## src/logic/crst_pkg.sv

```systemverilog
// package of constants for the cache/memory controller reset block
package crst_pkg;
    // =========================================================
    // timing
    localparam int CLK_PERIOD_NS = 10;
    localparam int SYNC_STAGES = 2;
    localparam int AGENT_WAIT_CYC = 10;
    localparam int POWERUP_CYC = 20;
    localparam int FORCE_REF_WAIT_CYC = 10;
    // one interval unit is 64 memory clocks, 32 system clocks
    localparam int MEMORY_CLOCK_PER_UNIT = 64;
    localparam int SYSCLK_PER_UNIT = MEMORY_CLOCK_PER_UNIT / 2;
    localparam int IVL_W = 8;
    localparam int CNT_W = 16;
    localparam logic [IVL_W-1:0] IVL_RESET = 8'h01;
    localparam int PD_BITS = 8;
    localparam logic [7:0] PD_CNT_RESET = 8'h00;
    typedef enum logic [1:0] {
        CRST_PD_IDLE = 2'b00,
        CRST_PD_SHIFT = 2'b01,
        CRST_PD_DONE = 2'b11
    } crst_pd_state_t;
endpackage

```

## src/logic/crst_ref_if.sv

```systemverilog
// interface carrying refresh requests between refresh timer and top
`timescale 1ns/10ps
`default_nettype none
interface crst_ref_if;
    logic run;
    logic force_req;
    logic ref_pulse;
    logic force_busy;
    logic [7:0] interval;
    modport timer (input run, input force_req, input interval,
        output ref_pulse, output force_busy);
    modport ctl (output run, output force_req, output interval,
        input ref_pulse, input force_busy);
endinterface
`default_nettype wire

```

## src/logic/crst_ref_timer.sv

```systemverilog
// refresh timer: periodic and forced refresh pulses
`timescale 1ns/10ps
`default_nettype none
module crst_ref_timer (
    // clock and reset
    input wire logic clk_i,
    input wire logic reset_n_i,
    // refresh link
    crst_ref_if.timer ref_b
);
    import crst_pkg::*;
    logic [CNT_W-1:0] count;
    logic [CNT_W-1:0] next_count;
    logic busy;
    logic next_busy;
    logic pulse;
    logic next_pulse;
    logic [CNT_W-1:0] period;

    // =========================================================
    // period and counter
    always_comb begin
        period = CNT_W'(ref_b.interval) * CNT_W'(SYSCLK_PER_UNIT);
        if (period == '0) begin
            period = CNT_W'(SYSCLK_PER_UNIT);
        end
        next_count = count;
        next_pulse = 1'b0;
        next_busy = busy;
        if (!ref_b.run) begin
            next_count = '0;
            next_busy = 1'b0;
        end else if (busy) begin
            // a forced refresh is one pulse; busy drops in the same cycle
            next_pulse = 1'b1;
            next_busy = 1'b0;
            next_count = '0;
        end else if (count >= period - CNT_W'(1)) begin
            next_pulse = 1'b1;
            next_count = '0;
        end else begin
            next_count = count + CNT_W'(1);
        end
        if (ref_b.run && ref_b.force_req && !busy) begin
            next_busy = 1'b1;
        end
    end

    always_ff @(posedge clk_i or negedge reset_n_i) begin
        if (!reset_n_i) begin
            count <= '0;
            busy <= 1'b0;
            pulse <= 1'b0;
        end else begin
            count <= next_count;
            busy <= next_busy;
            pulse <= next_pulse;
        end
    end

    assign ref_b.ref_pulse = pulse;
    assign ref_b.force_busy = busy;

    // =========================================================
    // check helper: clocks since the last pulse, kept apart from count
    // so that a wrong period in the counter logic shows up
    logic [5:0] gap;
    logic [5:0] next_gap;
    always_comb begin
        next_gap = gap;
        if (!ref_b.run) begin
            next_gap = 6'h00;
        end else if (pulse) begin
            next_gap = 6'h01;
        end else if (gap != 6'h3f) begin
            next_gap = gap + 6'h01;
        end
    end
    always_ff @(posedge clk_i or negedge reset_n_i) begin
        if (!reset_n_i) begin
            gap <= 6'h00;
        end else begin
            gap <= next_gap;
        end
    end
endmodule
`default_nettype wire

```

## src/logic/crst_reset_init.sv

```systemverilog
// top: reset synchroniser, reset pin states, refresh and presence start
`timescale 1ns/10ps
`default_nettype none
module crst_reset_init #(
    parameter int PD_LEN = crst_pkg::PD_BITS
) (
    // clock and reset
    input wire logic clk_i,
    input wire logic reset_n_i,
    // test float-all, active low
    input wire logic float_all_n_i,
    // refresh control
    input wire logic [crst_pkg::IVL_W-1:0] ref_interval_i,
    input wire logic force_ref_i,
    output logic force_ref_busy_o,
    output logic refresh_o,
    output logic [7:0] refresh_count_o,
    // internal reset
    output logic int_reset_n_o,
    output logic agents_ok_o,
    // cache data and tag output enables
    output logic cache_data_out_en_ctl_o,
    output logic tag_out_en_ctl_o,
    output logic cache_data_out_en_ctl_oe_o,
    output logic tag_out_en_ctl_oe_o,
    // memory bus drive control
    output logic mem_bus_drive_ctl_o,
    output logic mem_bus_drive_ctl_oe_o,
    // normal-mode output request and bus drive
    input wire logic core_out_i,
    input wire logic core_bus_drive_i,
    output logic core_out_o,
    output logic core_out_oe_o,
    output logic core_bus_oe_o,
    // presence detect
    input wire logic pd_data_i,
    output logic pd_clk_o,
    output logic pd_load_n_o,
    output logic pd_done_o,
    output logic [crst_pkg::PD_BITS-1:0] pd_value_o
);
    import crst_pkg::*;

    // =========================================================
    // internal reset synchroniser
    logic [SYNC_STAGES-1:0] sync;
    logic [SYNC_STAGES-1:0] next_sync;
    logic int_rst_n;

    always_comb begin
        next_sync = {sync[SYNC_STAGES-2:0], 1'b1};
    end

    // asserts with the pin, releases on the clock
    always_ff @(posedge clk_i or negedge reset_n_i) begin
        if (!reset_n_i) begin
            sync <= '0;
        end else begin
            sync <= next_sync;
        end
    end
    assign int_rst_n = sync[SYNC_STAGES-1];

    // =========================================================
    // post-release counter for agents
    logic [4:0] agent_cnt;
    logic [4:0] next_agent_cnt;
    logic agents_ok;
    always_comb begin
        next_agent_cnt = agent_cnt;
        if (agent_cnt != 5'(AGENT_WAIT_CYC)) begin
            next_agent_cnt = agent_cnt + 5'h01;
        end
    end
    always_ff @(posedge clk_i or negedge reset_n_i) begin
        if (!reset_n_i) begin
            agent_cnt <= '0;
        end else begin
            agent_cnt <= next_agent_cnt;
        end
    end
    // status only: transactions before this are the agents' fault
    assign agents_ok = (agent_cnt == 5'(AGENT_WAIT_CYC));

    // =========================================================
    // reset-time enables
    logic oe_reg;
    logic next_oe_reg;
    always_comb begin
        next_oe_reg = !reset_n_i;
    end
    // set on the clock during reset; the pin itself gates the output so
    // release is immediate, not after the synchroniser
    always_ff @(posedge clk_i) begin
        oe_reg <= next_oe_reg;
    end
    logic in_reset;
    assign in_reset = !reset_n_i || !int_rst_n;

    // =========================================================
    // pin states
    always_comb begin
        cache_data_out_en_ctl_o = 1'b0;
        tag_out_en_ctl_o = 1'b0;
        mem_bus_drive_ctl_o = 1'b0;
        core_out_o = 1'b0;
        core_bus_oe_o = 1'b0;
        if (!reset_n_i) begin
            cache_data_out_en_ctl_o = oe_reg;
            tag_out_en_ctl_o = oe_reg;
            mem_bus_drive_ctl_o = 1'b1;
        end else if (int_rst_n) begin
            core_out_o = core_out_i;
            core_bus_oe_o = core_bus_drive_i;
        end
        // else: output deasserted, buses tristated until internal release
        if (in_reset) begin
            core_out_o = 1'b0;
            core_bus_oe_o = 1'b0;
        end
        // float-all wins over everything; combinational so that its
        // release restores whatever reset state is current
        cache_data_out_en_ctl_oe_o = float_all_n_i;
        tag_out_en_ctl_oe_o = float_all_n_i;
        mem_bus_drive_ctl_oe_o = float_all_n_i;
        core_out_oe_o = float_all_n_i;
        if (!float_all_n_i) begin
            core_bus_oe_o = 1'b0;
        end
    end

    // =========================================================
    // refresh
    crst_ref_if ref_b ();
    logic [7:0] ref_cnt;
    logic [7:0] next_ref_cnt;
    assign ref_b.run = int_rst_n;
    assign ref_b.force_req = force_ref_i;
    assign ref_b.interval = ref_interval_i;

    crst_ref_timer u_ref (
        .clk_i(clk_i),
        .reset_n_i(reset_n_i),
        .ref_b(ref_b)
    );

    // counting lets software see when eight refreshes passed
    always_comb begin
        next_ref_cnt = ref_cnt;
        if (ref_b.ref_pulse && ref_cnt != 8'hFF) begin
            next_ref_cnt = ref_cnt + 8'h01;
        end
    end
    always_ff @(posedge clk_i or negedge reset_n_i) begin
        if (!reset_n_i) begin
            ref_cnt <= 8'h00;
        end else begin
            ref_cnt <= next_ref_cnt;
        end
    end

    // =========================================================
    // presence detect: load, then shift PD_LEN bits
    crst_pd_state_t pd_state;
    crst_pd_state_t next_pd_state;
    logic [7:0] pd_cnt;
    logic [7:0] next_pd_cnt;
    logic [PD_BITS-1:0] pd_val;
    logic [PD_BITS-1:0] next_pd_val;
    logic pd_clk;
    logic next_pd_clk;

    always_comb begin
        next_pd_state = pd_state;
        next_pd_cnt = pd_cnt;
        next_pd_val = pd_val;
        next_pd_clk = 1'b0;
        case (pd_state)
            CRST_PD_IDLE: begin
                if (int_rst_n) begin
                    next_pd_state = CRST_PD_SHIFT;
                    next_pd_cnt = PD_CNT_RESET;
                end
            end
            CRST_PD_SHIFT: begin
                next_pd_clk = !pd_clk;
                if (pd_clk) begin
                    next_pd_val = {pd_val[PD_BITS-2:0], pd_data_i};
                    next_pd_cnt = pd_cnt + 8'h01;
                    if (pd_cnt == 8'(PD_LEN - 1)) begin
                        next_pd_state = CRST_PD_DONE;
                    end
                end
            end
            CRST_PD_DONE: begin
                next_pd_state = CRST_PD_DONE;
            end
            default: begin
                next_pd_state = CRST_PD_IDLE;
            end
        endcase
    end

    always_ff @(posedge clk_i or negedge reset_n_i) begin
        if (!reset_n_i) begin
            pd_state <= CRST_PD_IDLE;
            pd_cnt <= PD_CNT_RESET;
            pd_val <= '0;
            pd_clk <= 1'b0;
        end else begin
            pd_state <= next_pd_state;
            pd_cnt <= next_pd_cnt;
            pd_val <= next_pd_val;
            pd_clk <= next_pd_clk;
        end
    end

    // =========================================================
    // outputs
    assign int_reset_n_o = int_rst_n;
    assign agents_ok_o = agents_ok;
    assign refresh_o = ref_b.ref_pulse;
    assign force_ref_busy_o = ref_b.force_busy;
    assign refresh_count_o = ref_cnt;
    assign pd_clk_o = pd_clk && float_all_n_i;
    // load strobe low while waiting for release, then high
    assign pd_load_n_o = (pd_state != CRST_PD_IDLE) || !float_all_n_i;
    assign pd_done_o = (pd_state == CRST_PD_DONE);
    assign pd_value_o = pd_val;
endmodule
`default_nettype wire

```

## config.mk

```make
export PLATFORM = sky130hd
export DESIGN_NAME = crst_reset_init
export DESIGN_NICKNAME = d
export VERILOG_FILES = /design/src/logic/crst_pkg.sv /design/src/logic/crst_ref_if.sv /design/src/logic/crst_ref_timer.sv /design/src/logic/crst_reset_init.sv
export SDC_FILE = /design/constraint.sdc
export NUM_CORES = 1
export LEC_CHECK = 0
export ABC_AREA = 1
export BUFFER_PORTS_ARGS = -buffer_cell sky130_fd_sc_hd__buf_2
export CORE_AREA = 5 5 95 132
export CTS_BUF_LIST = sky130_fd_sc_hd__clkbuf_8 sky130_fd_sc_hd__clkbuf_16
export DETAILED_ROUTE_END_ITERATION = 10
export DIE_AREA = 0 0 100 137
export PLACE_DENSITY = 0.48
export SETUP_SLACK_MARGIN = 0.02
export SYNTH_ARGS = -nofsm -noshare
export SYNTH_HDL_FRONTEND = slang
export SYNTH_SLANG_ARGS = --single-unit
```

## constraint.sdc

```tcl
create_clock -name clk_i -period 1.6 [get_ports clk_i]
set_clock_uncertainty 0.1 [all_clocks]
set_input_delay 0.24 -clock clk_i [delete_from_list [all_inputs] [get_ports clk_i]]
set_output_delay 0.24 -clock clk_i [all_outputs]
set_load 0.02 [all_outputs]
```

# Yosys cells after proc, flatten, opt, wreduce, memory -nomap -nowiden
# Index checks and enable logic that the tools add are counted.
# Widths: inputs -> output; s select.
[word_totals] regBits=53 input_bits=15 output_inout_bits=32
[classes] addsub=5 n_eq_ne=9 n_mux=25 reduce_logical=18 order_cmp=1
[op_table] cell="$mux 16" n=3
[op_table] cell="$add 16x1->16 const B" n=1
[op_table] cell="$add 8x1->8 const B" n=2
[op_table] cell="$ge 16x16->1" n=1
[op_table] cell="$mux 8" n=2
[op_table] cell="$pmux 8 s2" n=1
[op_table] cell="$logic_not 14->1" n=1
[op_table] cell="$mux 1" n=14
[op_table] cell="$sub 13x1->14 const B" n=1
[op_table] cell="$mux 13" n=1
[op_table] cell="$eq 8x3->1 const B" n=1
[op_table] cell="$ne 8x8->1 const B" n=1
[op_table] cell="$mux 2" n=3
[op_table] cell="$ne 2x2->1 const B" n=3
[op_table] cell="$pmux 2 s3" n=1
[op_table] cell="$reduce_and 3->1" n=2
[op_table] cell="$add 5x1->5 const B" n=1
[op_table] cell="$eq 5x4->1 const B" n=1
[op_table] cell="$logic_not 1->1" n=5
[op_table] cell="$ne 5x4->1 const B" n=1
[op_table] cell="$logic_and 1x1->1" n=4
[op_table] cell="$reduce_bool 2->1" n=2
[op_table] cell="$eq 2x1->1 const B" n=1
[op_table] cell="$eq 2x2->1 const B" n=1
[op_table] cell="3 further kinds" n=4

# Logic depth before layout (Yosys ltp)
[depth] depth_word=7 depth_mapped=16

# By module
# From an unflattened synthesis, not the netlist that was laid out.
[unflattened] hier_cells=405 area_unflattened_um2=3103.0
[by_module_without_submodules] mod="crst_reset_init" seq_area_each_um2=870.8 area_each_um2=1730.4 cells_each=214 n_inst=1
[by_module_without_submodules] mod="crst_ref_timer" seq_area_each_um2=450.4 area_each_um2=1372.6 cells_each=191 n_inst=1

# Least setup slack after synthesis
# No wires, ideal clock.
[synth_timing] path_kind="input port to flip-flop" startpoint="input port ref_interval_i[1] (netlist name)" endpoint="register u_ref.count[6]" n_path_buf=1 setup_time_ns=0.071 cell_stages=14 t_arrival_ns=1.772 path_slack_ns=-0.343 cell_sequence="nor2_1 nand2_1 nor2_1 nor2_1 nand2_1 xor2_1 ha_1 nand2_1 nor2_1 and2_1 nand2_1 nand4_2 buf_6 nor2_1"
[synth_via] elab_chain_len=7
[synth_lines] element="from (decl)" line="crst_reset_init.sv:13" text="input wire logic [crst_pkg::IVL_W-1:0] ref_interval_i,"
[synth_lines] element="$logic_not 14->1" line="crst_ref_timer.sv:24" text="if (period == '0) begin"
[synth_lines] element="$mux 13 *" line="crst_ref_timer.sv:24"
[synth_lines] element="$sub 13x1->14 *" line="crst_ref_timer.sv:38" text="end else if (count >= period - CNT_W'(1)) begin"
[synth_lines] element="$ge 16x16->1 *" line="crst_ref_timer.sv:38"
[synth_lines] element="$mux 16 *" line="crst_ref_timer.sv:38"
[synth_lines] element="$mux 16 *" line="crst_ref_timer.sv:33" text="end else if (busy) begin"
[synth_lines] element="$mux 16 *" line="crst_ref_timer.sv:30" text="if (!ref_b.run) begin"
[synth_lines] element="via u_ref.next_count[6]" line="crst_ref_timer.sv:13" text="logic [CNT_W-1:0] next_count;"
[synth_lines] element="to (signal assigned)" line="crst_ref_timer.sv:55" text="count <= next_count;"
[synth_lines] element="to (decl)" line="crst_ref_timer.sv:12" text="logic [CNT_W-1:0] count;"
# The timed path passes the listed nets; every way through them passes the cells marked *.
# A chain may end at the register's enable or synchronous reset.

# Final worst setup path
[layout_timing] startpoint="input port ref_interval_i[1] (netlist name)" endpoint="register u_ref.count[12]"
# Same word-level chain as after synthesis.

==> run_results.csv <==
group,metric,value,unit
status,status,"complete, but fails checks",
status,failed_checks,"negative setup slack",
timing,rsz0062_at_grt,"true",
global_routing,first_global_vias,2682,
timing,slew_headroom,65.6,%
floorplanning,die_x,100,um
clock_tree,cts_max_path_buffers,2,
clock_tree,clk_latency,0.29,ns
layout,multi_input_area,1630,sq um
timing,post-route-period-util,117,%
global_routing,grt_use_total,10.7,%
min_path,whs_endpoint,"pd_value_o[0]",
timing,setup_ws,-0.268,ns
layout,fin_util,36.7,%
setup_path,rr_endpoint,"u_ref.count[12]",
logic_synthesis,synth_edf_count,0,
setup_path,r2r_start,"u_ref.count[14]",
min_path,min_path_cells,3,
timing,finalHoldViolations,0,
timing,holdWs,0.0408,ns
route,routedWlPerCell,11.4,um
setup_path,path_class,"in -> reg",
timing,tightest_slew,0.514,ns
pwr,p_clk_share,29.7,%
layout,antenna-diode-count,0,
logic_synthesis,synth-simple-area-share,31.0,%
timing,maxSlewViolCount,0,
floorplanning,initial_core_util,27.2,%
setup_path,arrival,1.99,ns
logic_synthesis,synth.area.top_cells,"dfrtp_1, nand2_1, inv_1",
layout,nNetsFinal,508,
setup_path,cp.required,1.72,ns
route,ant_nets,0,
floorplanning,core,11200,sq um
logic_synthesis,async_flop_share,98.1,%
pwr,leakage,0.00213,uW
placement,port_buffers,46,
layout,areaGrowthSynthToFinish,34.9,%
logic_synthesis,synthAdderAreaFrac,6.57,%
clock_tree,cts_tree,"done",
setup_path,r2r_cells,6,
job,drv_cap,0,
layout,drive_gt1_share,30.5,%
route,viasPerCell,4.34,
clock_tree,numCtsBuffers,5,
logic_synthesis,ys_types,36,
global_routing,grt_pass1_wl,11.9,mm
pwr,p_per_area,1030,nW/um^2
floorplanning,die_area,13700,sq um
timing,period_minus_slack,1.87,ns
logic_synthesis,yosysSeqAreaShare,43.3,%
logic_synthesis,syn_area,3050,sq um
pwr,p_sw_share,33.8,%
logic_synthesis,syn_inst,389,
pwr,netSwitchingPower,1430,uW
timing,setup_violations,17,
layout,largest-register,"u_ref.count",
min_path,hp-start,"pd_data_i",
timing,maxClockFrequency,0.535,GHz
route,wirelength,7.08,mm
timing,setup_tns,-3.86,ns
floorplanning,num_rows,46,
logic_synthesis,syn_avg_cell_area,7.84,sq um
route,drt-initial-drc-count,69,
setup_path,critPathCaptureType,"flip-flop",
global_routing,grt_max_degree,47,
logic_synthesis,synth_compound_area_share,3.98,%
pwr,power_frac_seq,41.8,%
placement,dp_slack,-0.695,ns
setup_path,rrSetupSlack,-0.20,ns
global_routing,antenna_found_initial,0,
pwr,intPower,2800,uW
floorplanning,die_height,137,um
placement,gp_congestion,0.810,
pwr,p_comb_share,28.5,%
layout,largest_register_ffs,16,
logic_synthesis,synthXorXnorAreaFrac,5.17,%
clock_tree,clkSlewWorstSetupHoldPaths,0.07,ns
pwr,peakVddDrop,0.585,mV
logic_synthesis,yosys-mux-area-fraction,0,%
clock_tree,cts_max_level,2,
clock_tree,cts_num_sinks,53,
logic_synthesis,yosysWarnings,0,
logic_synthesis,netlist.top_cell.by_area,"dfrtp_1",
route,via_count,2702,
placement,hpwl,4.95,mm
logic_synthesis,synth_top_area_share,42.7,%
floorplanning,io_pins,47,
route,drtPass1Iterations,4,
logic_synthesis,synth_top_family_by_area,"simple AND/OR/NAND/NOR gates",
layout,seq_area,1320,sq um
clock_tree,clockRootBuffer,"clkbuf_16",
setup_path,critPathMaxFanout,8,
pwr,total_power,4230,uW
min_path,hold_class,"in -> reg",
route,drc,0,
global_routing,grt_overflow,0,
setup_path,critPathLaunchType,"input pin",
logic_synthesis,synth_ff_type,"dfrtp_1",
layout,fill_cells,1154,
logic_synthesis,ys_ff_latch,53,
==> metrics by stage <==
step / area (sq um) / cells
CTS: 3950 / 615
global placement: 3620 / 598
floorplan: 3090 / 392
detailed placement: 3620 / 598
global route: 4110 / 622
finish: 4110 / 622
==> cell type report <==
cell class	instances	area share (%)
clock inverters	2	0.821
repair buffers	85	14.4
well taps	144	4.38
clock buffers	6	3.38
flip-flops and latches	53	32.1
inverters	56	5.23
multi-input cells	276	39.7
==> synthesized netlist by cell type, types with 4 or more instances <==
cell and count:
buf_4 5, nor2_1 54, nand3_1 23, nor3_1 4, a21oi_1 4, nand2_1 110, nand4_1 10, xor2_1 14
inv_1 54, nand2_2 4, dfrtp_1 52, xnor2_1 4, ha_1 16, o21ai_0 11
==> worst max-delay path by stage <==
stage                 startpoint         endpoint  slack [ns]  cells after the start
2_1_floorplan  ref_interval_i[1]   u_ref.count[6]       -0.25                     14
3_3_place_gp   ref_interval_i[1]  u_ref.count[13]       -0.65                     14
3_5_place_dp   ref_interval_i[1]  u_ref.count[12]       -0.69                     14
4_1_cts        ref_interval_i[4]  u_ref.count[12]       -0.21                     14
5_1_grt        ref_interval_i[1]  u_ref.count[12]       -0.40                     14
6_report       ref_interval_i[1]  u_ref.count[12]       -0.27                     16
==> power groups by stage <==
stage	sequential, uW	clock, uW	combinational (uW)
after floorplan	1900	0	650
after global placement	1780	0	1110
after detailed placement	1790	0	1130
after CTS	1770	1310	1160
after global routing	1800	1360	1350
final	1770	1260	1210
==> metal layers <==
| layer | track usage, % | share of wire, % | up-vias |
|---|---|---|---|
| met3 | 2.09 | 4.0 | 9 |
| met4 | 4.87 | 2.1 | 0 |
| met1 | 12.0 | 40 | 1248 |
| met2 | 19.5 | 54 | 49 |
| met5 | 0 | 0 | - |
| li1 | - | - | 1396 |
==> repair_timing <==
| action | CTS | global route |
|---|---|---|
| pin swaps | 16 | 26 |
| hold buffers | 2 | 0 |
| buffers inserted | 6 | 6 |
| cloned | 1 | 1 |
| setup endpoints to repair | 18 | 32 |
| resized for setup | 21 | 38 |
| endpoints found under the hold margin | 6 | 0 |
==> critical path, cell delays in order <==
cell	delay, ns
buf_8	0.10
nor2_4	0.14
nand2_2	0.09
nor2_4	0.16
nor2_4	0.07
buf_4	0.13
buf_4	0.12
inv_2	0.04
ha_1	0.21
inv_1	0.05
nor2_1	0.04
nand2_1	0.06
nand2_2	0.08
nand2_4	0.11
nand4_4	0.21
nor2_1	0.15
==> kinds of logic after synthesis <==
family,count (synthesis)
XOR/XNOR,18
adder cells (fa/ha/maj),16
AO/OA/AOI/OAI,21
AND/OR/NAND/NOR,215
other,1
flip-flops,53
buffers and inverters,65
==> cell usage in the layout (no fill, tap or decap), drive strengths merged <==
cell type and count:
nand2 115, buf 83, inv 57, nor2 57, dfrtp 52, nand3 25, ha 16, xor2 14
nand4 12, o21ai 11, clkbuf 6, nor3 5, a21oi 4, xnor2 4, conb 4, dlygate4sd3 2
o21a 1, a22oi 1, and2 1, a31oi 1, a22o 1, o31ai 1, nor3b 1, nand3b 1
a21boi 1, bufinv 1, dfxtp 1
Power figures use the tool's default switching activity.
